===== src/pkg/usf_defines.svh =====
// Register offsets, field positions, reset values and bus codes of the status flag block.
`ifndef USF_DEFINES_SVH
`define USF_DEFINES_SVH

// Byte addresses of the registers on the register bus.
`define USF_STAT_OFS 8'h00
`define USF_DATA_OFS 8'h04
`define USF_CTRL_OFS 8'h08
`define USF_EVT_OFS 8'h0c
`define USF_MASK_OFS 8'h10

// Bit positions shared by the status, enable, event and mask registers.
`define USF_TXE_BIT 7
`define USF_TC_BIT 6
`define USF_RX_DATA_READY_FLAG_BIT 5
`define USF_IDLE_BIT 4

// Reset values of the flags.
`define USF_TXE_RST 1'b1
`define USF_TC_RST 1'b1
`define USF_RX_DATA_READY_FLAG_RST 1'b0
`define USF_IDLE_RST 1'b0

// Bus response codes.
`define USF_RESP_OKAY 2'b00
`define USF_RESP_SLVERR 2'b10

`endif


===== src/pkg/usf_pkg.sv =====
// Types shared by the status flag block.
package usf_pkg;

  // Bus response code.
  typedef logic [1:0] usf_resp_t;

  // Progress of one write transaction on the register bus.
  typedef enum logic [1:0] {
    USF_WR_IDLE = 2'b00,
    USF_WR_HAVE_ADDR = 2'b01,
    USF_WR_HAVE_DATA = 2'b10,
    USF_WR_RESP = 2'b11
  } usf_wr_state_e;

endpackage


===== src/hw/usf_status_flags.sv =====
// Status flags, interrupt request and register slave of a serial transceiver.
//
// Behaviour
// - Set holding-empty flag when holding moves to shifter.
// - Holding-empty interrupt when enabled; data write clears.
// - Set complete flag when frame ends, holding empty.
// - Complete interrupt while flag and enable set.
// - Status read then data write, or zero-write, clears complete.
// - Set data-ready flag when received word lands.
// - Data-ready interrupt while flag and enable set.
// - Data write or zero-write clears data-ready flag.
// - Set idle flag when idle line detected.
// - Idle interrupt while flag and enable set.
// - Status read then data read clears idle.
`timescale 1ns/1ps
`default_nettype none
`include "usf_defines.svh"

module usf_status_flags #(
  parameter int DATA_W = 8
) (
  input wire logic CLK_SYS,
  input wire logic RST,
  // Register bus, write address channel.
  input wire logic [7:0] S_AXI_AWADDR,
  input wire logic S_AXI_AWVALID,
  output logic S_AXI_AWREADY,
  // Write data channel.
  input wire logic [31:0] S_AXI_WDATA,
  input wire logic [3:0] S_AXI_WSTRB,
  input wire logic S_AXI_WVALID,
  output logic S_AXI_WREADY,
  // Write response channel.
  output usf_pkg::usf_resp_t S_AXI_BRESP,
  output logic S_AXI_BVALID,
  input wire logic S_AXI_BREADY,
  // Read address channel.
  input wire logic [7:0] S_AXI_ARADDR,
  input wire logic S_AXI_ARVALID,
  output logic S_AXI_ARREADY,
  // Read data channel.
  output logic [31:0] S_AXI_RDATA,
  output usf_pkg::usf_resp_t S_AXI_RRESP,
  output logic S_AXI_RVALID,
  input wire logic S_AXI_RREADY,
  // Transmit side: holding register towards the shift register.
  output logic [DATA_W-1:0] TX_HOLD_DATA,
  output logic TX_HOLD_FULL,
  input wire logic TX_SHIFT_LOAD,
  input wire logic TX_FRAME_DONE,
  // Receive side: word from the receive shift register.
  input wire logic [DATA_W-1:0] RX_WORD,
  input wire logic RX_WORD_VALID,
  input wire logic RX_IDLE_DETECT,
  // Interrupt request, high while any enabled cause is present.
  output logic IRQ
);
  import usf_pkg::*;

  //////////////////////////////////////////////////////////////////////////////
  // State.

  logic tx_holding_empty_flag; // Holding register may be written.
  logic tx_complete_flag; // Last frame fully sent.
  logic rx_data_ready_flag; // Received word waiting in the data register.
  logic idle_line_flag; // Idle line seen on the receive input.
  logic tx_holding_empty_irq_en; // Enable for the holding-empty cause.
  logic tx_complete_irq_en; // Enable for the complete cause.
  logic rx_data_ready_irq_en; // Enable for the data-ready cause.
  logic idle_line_irq_en; // Enable for the idle cause.
  logic [DATA_W-1:0] tx_holding_register; // Word waiting for the shifter.
  logic [DATA_W-1:0] rx_data; // Last received word.
  logic tc_armed; // Status read saw the complete flag set.
  logic idle_armed; // Status read saw the idle flag set.
  logic [7:0] evt; // Sticky event bits, cleared by reading them.
  logic [7:0] mask; // Event bits allowed onto the interrupt.

  // Bus side state.
  usf_wr_state_e wr_state; // Write transaction progress.
  logic [7:0] aw_addr; // Held write address.
  logic [31:0] w_data; // Held write data.
  logic [3:0] w_strb; // Held write strobes.
  usf_resp_t bresp; // Response of the finished write.
  logic rvalid; // Read answer pending.
  logic [31:0] rdata; // Read answer data.
  usf_resp_t rresp; // Read answer code.

  //////////////////////////////////////////////////////////////////////////////
  // Write channel handshake.

  logic aw_hs; // Write address taken this cycle.
  logic w_hs; // Write data taken this cycle.
  logic wr_do; // Write executes this cycle.
  logic [7:0] wr_addr; // Address of the executing write.
  logic [31:0] wr_data; // Data of the executing write.
  logic [3:0] wr_strb; // Strobes of the executing write.
  logic wr_lane0; // Low byte lane written; all fields live there.
  logic wr_hit; // Address maps to a register.
  logic wr_stat; // Write to the status register.
  logic wr_dreg; // Write to the data register.
  logic wr_ctrl; // Write to the enable register.
  logic wr_mask; // Write to the mask register.

  // Address and data are each accepted once per transaction, in either order.
  assign S_AXI_AWREADY = (wr_state == USF_WR_IDLE) || (wr_state == USF_WR_HAVE_DATA);
  assign S_AXI_WREADY = (wr_state == USF_WR_IDLE) || (wr_state == USF_WR_HAVE_ADDR);
  assign S_AXI_BVALID = (wr_state == USF_WR_RESP);
  assign S_AXI_BRESP = bresp;
  assign aw_hs = S_AXI_AWVALID && S_AXI_AWREADY;
  assign w_hs = S_AXI_WVALID && S_AXI_WREADY;

  // The write runs in the cycle the second half arrives, taking live values
  // for whichever half arrives now.
  assign wr_do = (wr_state == USF_WR_IDLE && aw_hs && w_hs) ||
                 (wr_state == USF_WR_HAVE_ADDR && w_hs) ||
                 (wr_state == USF_WR_HAVE_DATA && aw_hs);
  assign wr_addr = aw_hs ? S_AXI_AWADDR : aw_addr;
  assign wr_data = w_hs ? S_AXI_WDATA : w_data;
  assign wr_strb = w_hs ? S_AXI_WSTRB : w_strb;
  assign wr_lane0 = wr_strb[0];
  assign wr_hit = (wr_addr == `USF_STAT_OFS) || (wr_addr == `USF_DATA_OFS) ||
                  (wr_addr == `USF_CTRL_OFS) || (wr_addr == `USF_EVT_OFS) ||
                  (wr_addr == `USF_MASK_OFS);
  assign wr_stat = wr_do && wr_lane0 && (wr_addr == `USF_STAT_OFS);
  assign wr_dreg = wr_do && wr_lane0 && (wr_addr == `USF_DATA_OFS);
  assign wr_ctrl = wr_do && wr_lane0 && (wr_addr == `USF_CTRL_OFS);
  assign wr_mask = wr_do && wr_lane0 && (wr_addr == `USF_MASK_OFS);

  // Write transaction sequencer.
  always_ff @(posedge CLK_SYS) begin
    if (RST) begin
      wr_state <= USF_WR_IDLE;
    end else begin
      unique case (wr_state)
        USF_WR_IDLE: begin
          if (aw_hs && w_hs) begin
            wr_state <= USF_WR_RESP;
          end else if (aw_hs) begin
            wr_state <= USF_WR_HAVE_ADDR;
          end else if (w_hs) begin
            wr_state <= USF_WR_HAVE_DATA;
          end
        end
        USF_WR_HAVE_ADDR: begin
          if (w_hs) begin
            wr_state <= USF_WR_RESP;
          end
        end
        USF_WR_HAVE_DATA: begin
          if (aw_hs) begin
            wr_state <= USF_WR_RESP;
          end
        end
        USF_WR_RESP: begin
          if (S_AXI_BREADY) begin
            wr_state <= USF_WR_IDLE;
          end
        end
      endcase
    end
  end

  // Hold whichever half arrived first, and the response code.
  always_ff @(posedge CLK_SYS) begin
    if (RST) begin
      aw_addr <= 8'h00;
      w_data <= 32'h0000_0000;
      w_strb <= 4'h0;
      bresp <= `USF_RESP_OKAY;
    end else begin
      if (aw_hs) begin
        aw_addr <= S_AXI_AWADDR;
      end
      if (w_hs) begin
        w_data <= S_AXI_WDATA;
        w_strb <= S_AXI_WSTRB;
      end
      if (wr_do) begin
        // Unmapped addresses answer with a slave error and change nothing.
        bresp <= wr_hit ? `USF_RESP_OKAY : `USF_RESP_SLVERR;
      end
    end
  end

  //////////////////////////////////////////////////////////////////////////////
  // Read channel.

  logic rd_do; // Read address taken this cycle.
  logic rd_stat; // Status register read now.
  logic rd_dreg; // Data register read now.
  logic rd_evt; // Event register read now.
  logic [7:0] stat_val; // Status register image.
  logic [7:0] flag_en; // Enable register image.
  logic [31:0] next_rdata; // Value for the pending read.
  logic rd_hit; // Read address maps to a register.

  assign S_AXI_ARREADY = !rvalid;
  assign S_AXI_RVALID = rvalid;
  assign S_AXI_RDATA = rdata;
  assign S_AXI_RRESP = rresp;
  assign rd_do = S_AXI_ARVALID && !rvalid;
  assign rd_stat = rd_do && (S_AXI_ARADDR == `USF_STAT_OFS);
  assign rd_dreg = rd_do && (S_AXI_ARADDR == `USF_DATA_OFS);
  assign rd_evt = rd_do && (S_AXI_ARADDR == `USF_EVT_OFS);

  // Register images; bits not listed read as zero.
  always_comb begin
    stat_val = 8'h00;
    stat_val[`USF_TXE_BIT] = tx_holding_empty_flag;
    stat_val[`USF_TC_BIT] = tx_complete_flag;
    stat_val[`USF_RX_DATA_READY_FLAG_BIT] = rx_data_ready_flag;
    stat_val[`USF_IDLE_BIT] = idle_line_flag;
    flag_en = 8'h00;
    flag_en[`USF_TXE_BIT] = tx_holding_empty_irq_en;
    flag_en[`USF_TC_BIT] = tx_complete_irq_en;
    flag_en[`USF_RX_DATA_READY_FLAG_BIT] = rx_data_ready_irq_en;
    flag_en[`USF_IDLE_BIT] = idle_line_irq_en;
  end

  // Read multiplexer.
  always_comb begin
    next_rdata = 32'h0000_0000;
    rd_hit = 1'b1;
    unique case (S_AXI_ARADDR)
      `USF_STAT_OFS: next_rdata[7:0] = stat_val;
      `USF_DATA_OFS: next_rdata[DATA_W-1:0] = rx_data;
      `USF_CTRL_OFS: next_rdata[7:0] = flag_en;
      `USF_EVT_OFS: next_rdata[7:0] = evt;
      `USF_MASK_OFS: next_rdata[7:0] = mask;
      default: rd_hit = 1'b0;
    endcase
  end

  // One read at a time; the answer stands until the master takes it.
  always_ff @(posedge CLK_SYS) begin
    if (RST) begin
      rvalid <= 1'b0;
      rdata <= 32'h0000_0000;
      rresp <= `USF_RESP_OKAY;
    end else if (rd_do) begin
      rvalid <= 1'b1;
      rdata <= next_rdata;
      rresp <= rd_hit ? `USF_RESP_OKAY : `USF_RESP_SLVERR;
    end else if (S_AXI_RREADY) begin
      rvalid <= 1'b0;
    end
  end

  //////////////////////////////////////////////////////////////////////////////
  // Transmit flags.

  // Holding-empty flag: hardware sets it when the shifter loads, software
  // clears it by writing the data register. A write in the same cycle as the
  // load refills the now empty holding register, so the flag ends clear.
  always_ff @(posedge CLK_SYS) begin
    if (RST) begin
      tx_holding_empty_flag <= `USF_TXE_RST;
    end else if (wr_dreg) begin
      tx_holding_empty_flag <= 1'b0;
    end else if (TX_SHIFT_LOAD) begin
      tx_holding_empty_flag <= 1'b1;
    end
  end

  // Holding register contents.
  always_ff @(posedge CLK_SYS) begin
    if (RST) begin
      tx_holding_register <= '0;
    end else if (wr_dreg) begin
      tx_holding_register <= wr_data[DATA_W-1:0];
    end
  end

  // Complete flag: set at a frame end with the holding register empty; the
  // set wins over any clear in the same cycle.
  always_ff @(posedge CLK_SYS) begin
    if (RST) begin
      tx_complete_flag <= `USF_TC_RST;
    end else if (TX_FRAME_DONE && tx_holding_empty_flag) begin
      tx_complete_flag <= 1'b1;
    end else if (wr_dreg && tc_armed) begin
      tx_complete_flag <= 1'b0;
    end else if (wr_stat && !wr_data[`USF_TC_BIT]) begin
      tx_complete_flag <= 1'b0;
    end
  end

  // Remember that software has seen the complete flag; the next data write
  // then clears it. A data write alone does not.
  always_ff @(posedge CLK_SYS) begin
    if (RST) begin
      tc_armed <= 1'b0;
    end else if (wr_dreg || !tx_complete_flag) begin
      tc_armed <= 1'b0;
    end else if (rd_stat) begin
      tc_armed <= 1'b1;
    end
  end

  //////////////////////////////////////////////////////////////////////////////
  // Receive flags.

  // Received word and data-ready flag; a new word wins over a clear.
  always_ff @(posedge CLK_SYS) begin
    if (RST) begin
      rx_data_ready_flag <= `USF_RX_DATA_READY_FLAG_RST;
      rx_data <= '0;
    end else if (RX_WORD_VALID) begin
      rx_data_ready_flag <= 1'b1;
      rx_data <= RX_WORD;
    end else if (wr_dreg || (wr_stat && !wr_data[`USF_RX_DATA_READY_FLAG_BIT])) begin
      rx_data_ready_flag <= 1'b0;
    end
  end

  // Idle flag: writes never touch it; only the read pair clears it.
  always_ff @(posedge CLK_SYS) begin
    if (RST) begin
      idle_line_flag <= `USF_IDLE_RST;
    end else if (RX_IDLE_DETECT) begin
      idle_line_flag <= 1'b1;
    end else if (rd_dreg && idle_armed) begin
      idle_line_flag <= 1'b0;
    end
  end

  // A status read that sees the idle flag arms the clear by the data read.
  always_ff @(posedge CLK_SYS) begin
    if (RST) begin
      idle_armed <= 1'b0;
    end else if (rd_dreg || !idle_line_flag) begin
      idle_armed <= 1'b0;
    end else if (rd_stat) begin
      idle_armed <= 1'b1;
    end
  end

  //////////////////////////////////////////////////////////////////////////////
  // Enables, events and mask.

  // Interrupt enables, in the same bit layout as the flags.
  always_ff @(posedge CLK_SYS) begin
    if (RST) begin
      tx_holding_empty_irq_en <= 1'b0;
      tx_complete_irq_en <= 1'b0;
      rx_data_ready_irq_en <= 1'b0;
      idle_line_irq_en <= 1'b0;
    end else if (wr_ctrl) begin
      tx_holding_empty_irq_en <= wr_data[`USF_TXE_BIT];
      tx_complete_irq_en <= wr_data[`USF_TC_BIT];
      rx_data_ready_irq_en <= wr_data[`USF_RX_DATA_READY_FLAG_BIT];
      idle_line_irq_en <= wr_data[`USF_IDLE_BIT];
    end
  end

  // Sticky events catch short causes that software cleared before looking.
  // A read clears them, but an event in the same cycle survives.
  logic [7:0] evt_set; // Events seen this cycle.

  always_comb begin
    evt_set = 8'h00;
    evt_set[`USF_TXE_BIT] = TX_SHIFT_LOAD;
    evt_set[`USF_TC_BIT] = TX_FRAME_DONE && tx_holding_empty_flag;
    evt_set[`USF_RX_DATA_READY_FLAG_BIT] = RX_WORD_VALID;
    evt_set[`USF_IDLE_BIT] = RX_IDLE_DETECT;
  end

  always_ff @(posedge CLK_SYS) begin
    if (RST) begin
      evt <= 8'h00;
    end else if (rd_evt) begin
      evt <= evt_set;
    end else begin
      evt <= evt | evt_set;
    end
  end

  // Event mask; only the four flag positions are kept.
  always_ff @(posedge CLK_SYS) begin
    if (RST) begin
      mask <= 8'h00;
    end else if (wr_mask) begin
      mask <= wr_data[7:0] & 8'hf0;
    end
  end

  //////////////////////////////////////////////////////////////////////////////
  // Outputs.

  // The request is registered, so it follows its cause by one cycle.
  always_ff @(posedge CLK_SYS) begin
    if (RST) begin
      IRQ <= 1'b0;
    end else begin
      IRQ <= (tx_holding_empty_flag && tx_holding_empty_irq_en) ||
             (tx_complete_flag && tx_complete_irq_en) ||
             (rx_data_ready_flag && rx_data_ready_irq_en) ||
             (idle_line_flag && idle_line_irq_en) ||
             (|(evt & mask));
    end
  end

  assign TX_HOLD_DATA = tx_holding_register;
  assign TX_HOLD_FULL = !tx_holding_empty_flag;

endmodule
`default_nettype wire


===== config.mk =====
export PLATFORM = sky130hd
export DESIGN_NAME = usf_status_flags
export DESIGN_NICKNAME = d
export VERILOG_FILES = /design/src/pkg/usf_pkg.sv /design/src/hw/usf_status_flags.sv
export VERILOG_INCLUDE_DIRS = /design/src /design/src/pkg
export SDC_FILE = /design/constraint.sdc
export NUM_CORES = 1
export LEC_CHECK = 0
export ABC_AREA = 1
export ABC_CLOCK_PERIOD_IN_PS = 1900
export BUFFER_PORTS_ARGS = -buffer_cell sky130_fd_sc_hd__buf_2
export CAP_MARGIN = 5
export CELL_PAD_IN_SITES_DETAIL_PLACEMENT = 0
export CELL_PAD_IN_SITES_GLOBAL_PLACEMENT = 1
export CORE_MARGIN = 2
export CORE_UTILIZATION = 31
export CTS_CLUSTER_DIAMETER = 60
export DETAILED_ROUTE_END_ITERATION = 6
export MAX_ROUTING_LAYER = met4
export PLACE_DENSITY = 0.75
export SLEW_MARGIN = 20
export SYNTH_ARGS = -nofsm -noshare
export SYNTH_HDL_FRONTEND = slang
export SYNTH_SLANG_ARGS = --single-unit

===== constraint.sdc =====
create_clock -name CLK_SYS -period 1.9 [get_ports CLK_SYS]
set_input_delay 0 -clock CLK_SYS [delete_from_list [all_inputs] [get_ports CLK_SYS]]
set_output_delay 0 -clock CLK_SYS [all_outputs]
set_load 0.005 [all_outputs]

# Word level (Yosys, flattened, before mapping)
# Cells that the tools add are included.
# totals
register_bits	71
in_bits	71
out_inout_bits	51
word_cells	127
# classes
n_eq_ne	15
n_mux	25
bitwise	2
reduce_logical	61
# op_table
op	count
$pmux W8 S5	1
$eq A8 B4 Y1 const B	4
$logic_and A1 B1 Y1	25
$mux W8	3
$eq A8 B3 Y1 const B	2
$eq A8 B5 Y1 const B	2
$logic_not A8 Y1	2
$mux W2	8
$logic_or A1 B1 Y1	15
$mux W1	12
$reduce_bool A2 Y1	5
$and A8 B8 Y8	1
$or A8 B8 Y8	1
$pmux W2 S4	1
$reduce_or A2 Y1	4
$reduce_or A8 Y1	1
$logic_not A1 Y1	6
$reduce_or A5 Y1	1
$eq A2 B2 Y1 const B	2
$ne A2 B2 Y1 const B	2
$ne A4 B3 Y1 const B	1
$reduce_and A4 Y1	1
$eq A2 B1 Y1 const B	1
$logic_not A2 Y1	1
$ne A2 B1 Y1 const B	1

# Depth between registers and ports, before layout
# depth
depth_word	13
ltp_mapped	14
depth_no_buf	13

# Worst setup path before layout
# Ideal clock, no wire load.
# synth_timing
path_kind	reg2reg
from	reg wr_state[0]
to	reg tx_holding_empty_flag
setup_ns	0.136
arrival_time_ns	1.665
slack_ns	0.099
path_stages_with_launch	13
path_buffers	2
period_less_slack_ns	1.801
path_cell_list	dfxtp_1 > inv_1 > ha_1 > inv_2 > nand2_2 > buf_6 > nand3_2 > nand2_1 > nor2_1 > nand3_2 > nor2_4 > buf_6 > o21ai_0
# synth_via
elab_chain_len	10
word_cells_on_any_way	20
# synth_rtl
element	line_no	rtl
start, declared	usf_status_flags.sv:79	usf_wr_state_e wr_state;
start signal, assigned	usf_status_flags.sv:132	wr_state <= USF_WR_IDLE;
start signal, assigned	usf_status_flags.sv:137	wr_state <= USF_WR_RESP;
start signal, assigned	usf_status_flags.sv:139	wr_state <= USF_WR_HAVE_ADDR;
$eq A2 B2 Y1 / $logic_not A2 Y1 (equally long branches)	usf_status_flags.sv:105	assign S_AXI_AWREADY = (wr_state == USF_WR_IDLE) || (wr_state == USF_WR_HAVE_DATA);
$logic_or A1 B1 Y1 *	usf_status_flags.sv:105	
named net S_AXI_AWREADY	usf_status_flags.sv:27	output logic S_AXI_AWREADY,
$logic_and A1 B1 Y1 *	usf_status_flags.sv:109	assign aw_hs = S_AXI_AWVALID && S_AXI_AWREADY;
branches (longest 5 deep; another with $mux W8)	-	
$logic_and A1 B1 Y1 *	usf_status_flags.sv:125	assign wr_dreg = wr_do && wr_lane0 && (wr_addr == `USF_DATA_OFS);
$mux W1 / $reduce_bool A2 Y1 (equally long branches)	-	
end signal, assigned	usf_status_flags.sv:257	tx_holding_empty_flag <= `USF_TXE_RST;
end, declared	usf_status_flags.sv:63	logic tx_holding_empty_flag;
# Mark *: on every way through the listed nets, which the timed path passes.
# A chain may end at the register's enable or synchronous reset.

# Worst setup path in the final report
# layout_timing
from	reg wr_state[1]
to	reg mask[5]
# layout_via
elab_chain_len	9
word_cells_on_any_way	19
# layout_rtl
element	line_no	rtl
branches (longest 9 deep; another with $mux W8)	-	
end signal, assigned	usf_status_flags.sv:383	mask <= wr_data[7:0] & 8'hf0;
end, declared	usf_status_flags.sv:76	logic [7:0] mask;
# Parallel ways; which one is timed is not known.

==> results.txt <==
* Result of the run: finished, final reports clean
* Ant. Diodes: 0
* Max IR drop VDD: 0.450 mV
- Final RePlAce weighted congestion: 0.832
* Worst setup skew after layout: 0.00935 ns
- Setup violations remaining at the end of the flow were counted as 0.
- First-pass GRT wire length: 13.1 mm
- Summing over every cut layer, the via total after detailed routing is 3041.
- Root Buffer: clkbuf_8
- Counting distinct cell types in the post-synthesis netlist gives 36.
* Maximum clock frequency: 552 MHz
- Setup Slack @ Placement: -0.141 ns
* Cell Count, Final, Fillers Out: 690
* Area enclosed by the die boundary: 0.0112 mm²
- Summing all placed instances gives a cell area of 0.00370 mm².
- Number of synthesized flops with an enable pin: 0
- In this run, CTS created clock tree buffers numbering 9.
* Area growth from synthesis to final layout: 39.5%
- Once the floorplan was initialized, standard cells occupied 31.5% of the core.
- The startpoint identified for the worst hold timing path is S_AXI_AWADDR[0].
- WL per Instance: 12.0 µm
- For this design the static power due to leakage is 2.09 nW.
* Top Family by Delay on Critical Path: simple AND/OR/NAND/NOR gates
* Count of maximum capacitance violations: 0
- GRT Resource Usage Total: 15.3%
* Capture point of the worst reg-to-reg path: mask[5]
- Measured against its own limit, the worst slew margin works out to 41.3%.
- In this design, the stage delay of the slowest critical-path cell is 0.38 ns.
* Worst r2r path cells: 12
- After floorplanning, the core was sized to cover 0.0102 mm².
- Top-area cell type share of the netlist area: 40.6%
* Via-to-Cell Ratio: 4.41
* Vertical die dimension: 106 µm
- Total length of routed wires: 8.26 mm
* Hold Path End: aw_addr[0]
* Pre-Repair DR Iteration Count: 4
* Total power of the final layout: 0.00527 W
- Clock input transition at the sequential cells of the worst setup and hold paths: 0.07 ns
- At the end of the flow, the number of nets in the layout was 627.
* Total power density per cell area: 1180 mW/mm²
* Cell-by-cell trace of the critical path: inv_4 > ha_4 > o21ai_4 > buf_6 > nand2_4 > nand2_4 > nand2_4 > nor2_4 > nand2_4 > nor2_4 > o21ai_1 > nor2_1
- Cell with the most instances on the worst path: nand2_4
- In this run, the number of DRC markers left after iteration 0 of detailed routing was 138.
- In this run, synthesis produced a sequential element count of 65.
* Transition time at the pin with the least slew margin: 0.880 ns
- For this run, the leading register cell type out of synthesis is dfxtp_1.
- Maximum count of clock buffers along a single path: 2
- Fin. Hold Viols: 0
- By area the synthesized netlist is led by dfxtp_1 (41%), nor2_1 (8.0%), nand2_1 (7.8%), buf_4 (6.3%), o21ai_0 (5.3%).
- Max FO, Critical Path: 5
- Share of synthesized flip-flops with an asynchronous set or reset: 0%
* Clock tree from TritonCTS: yes
- Detailed-placement wirelength estimate: 5.80 mm
- Reg-to-reg critical path startpoint: wr_state[1]
- Across all hold checks on the routed design, the worst slack comes to 0.0308 ns.
* Setup repair after global routing missed its margin: true
- Slack of the worst reg-to-reg path: 0.09 ns
- Final Critical Period: 1.81 ns
- Worst setup slack after layout: 0.0868 ns
- Antenna violations before repair: 0
* Final Max Tran Viols: 0
- Summing every instance area after synthesis gives 0.00321 mm².
* Non-Filler Cell Area, Final: 0.00448 mm²
- Data on the critical path is required at its endpoint by 2.18 ns.
* Count of yosys warnings during synthesis: 0
- ANT nets after route: 0
- The worst setup path is launched from a flip-flop.
- For the worst-skew pair, the clock arrives at the later sink with an insertion delay of 0.35 ns.
- Sequential element share of the synthesized area: 40.6%
- Entering global routing, the biggest net connects 37 pins.
- In the finished design, the share of the clock period the worst path needs comes to 95.4%.
- Most common cell after layout, fill and taps aside: buf_2
- Hold Crit Depth: 4
- Number of buffers and inverters on the critical path: 2
* Number of sinks handled by clock tree synthesis: 65
- The slowest stage of the critical path is the dfxtp_4 cell.
- Top cell type by total area after synthesis: dfxtp_1
- The library cells used most frequently in the layout, excluding fill and tap cells, are buf_2 (68), nor2_1 (65), dfxtp_1 (63), nand2_1 (47), inv_1 (34).
* HP Class: in -> reg
* Fraction of final layout cells sized beyond drive strength 1: 33.6%
- The worst setup path is captured at a flip-flop.
- Synthesized instance count: 438
- The total overflow left after global routing is 0.
- Classification of the worst setup path: reg -> reg
- The H-tree was split into 3 levels.
* Arrival time worst endpoint: 2.10 ns
- The via count of the first global-routing pass was 2858.
* DRC: 0
- Per-instance average area after synthesis: 7.32 µm²
* IO Count: 122
* IO buf count: 68
- DIE WIDTH: 106 µm
- Once placement completed, the tool counted placed cells totaling 648.
- After floorplanning, the core was divided into 37 placement rows.
==> state kept, by name (all words and copies together), names as in the netlist, 2 cells and up <==
register      flops
S_AXI_RDATA       8
evt               4
w_data            8
mask              4
rx_data           8
wr_state          2
TX_HOLD_DATA      8
aw_addr           8
==> how the worst max path moves through the flow <==
stage	slack [ns]	to	startpoint	depth (start not counted)
3_5_place_dp	-0.14	TX_HOLD_DATA[5]	wr_state[1]	12
6_report	0.09	mask[5]	wr_state[1]	12
2_1_floorplan	0.1	tx_holding_empty_flag	wr_state[0]	12
4_1_cts	0.002	mask[7]	wr_state[0]	11
5_1_grt	-0.04	TX_HOLD_DATA[7]	wr_state[1]	13
3_3_place_gp	-0.06	TX_HOLD_DATA[5]	wr_state[1]	12
==> power breakdown <==
| part | internal, W | switching, W |
|---|---|---|
| Sequential | 0.00152 | 0.0000818 |
| Clock | 0.000894 | 0.000511 |
| Combinational | 0.000967 | 0.00130 |
==> cells by family after synthesis <==
| group | after synthesis | share of synthesized area (%) |
|---|---|---|
| AOI/OAI and AO/OA | 74 | 12.9 |
| adders and majority gates | 5 | 1.95 |
| buffers and inverters | 85 | 13.9 |
| DFF | 65 | 40.6 |
| muxes | 4 | 1.25 |
| other | 1 | 0.117 |
| and+or+nand+nor | 204 | 29.3 |
==> worst register-to-register path: stages (launching register included) <==
cell and delay, ns:
dfxtp_4 0.38, inv_4 0.06, ha_4 0.18, o21ai_4 0.16, buf_6 0.16, nand2_4 0.06, nand2_4 0.10, nand2_4 0.06
nor2_4 0.14, nand2_4 0.10, nor2_4 0.15, o21ai_1 0.08, nor2_1 0.12
==> synthesized netlist by cell type (3+ instances only) <==
cell type	count
clkbuf_1	8
nor2_2	3
buf_6	3
nand2_1	67
dfxtp_1	65
nand3_1	28
inv_1	39
nor2_1	68
or2_2	4
mux2i_1	4
nor3_1	12
inv_2	4
o21ai_2	3
buf_4	27
nor2_4	4
ha_1	5
a21oi_1	27
o21ai_0	34
nand3_2	5
nand2_2	6
==> routing by layer <==
layer	wire, µm	track usage, %	share of wire, %
met1	3830	18.4	46
met2	3940	25.0	48
met3	341	3.28	4.1
met4	140	6.02	1.7
met5	0	-	0
==> through the flow <==
step	TNS (ns)	utilization (%)
floorplan	0	-
global placement	-0.298	36.3
detailed placement	-1.14	36.3
CTS	0	41.2
global route	-0.255	44.0
finish	0	44.0
==> cell type report <==
type | instances | area (µm²)
sequential | 65 | 1310
multi-input combinational | 313 | 1800
fill | 1030 | 5710
clock buffer | 11 | 141
tap | 136 | 170
inverter | 44 | 175
clock inverter | 3 | 90.1
timing repair buffer | 118 | 790
==> timing repair <==
item,CTS,global route
resized for setup,12,72
cloned,0,1
setup buffers,1,4
hold buffers,22,0
pin swaps,1,23
hold endpoints to repair,24,0
setup endpoints to repair,19,19
Power figures use the tool's default switching activity.
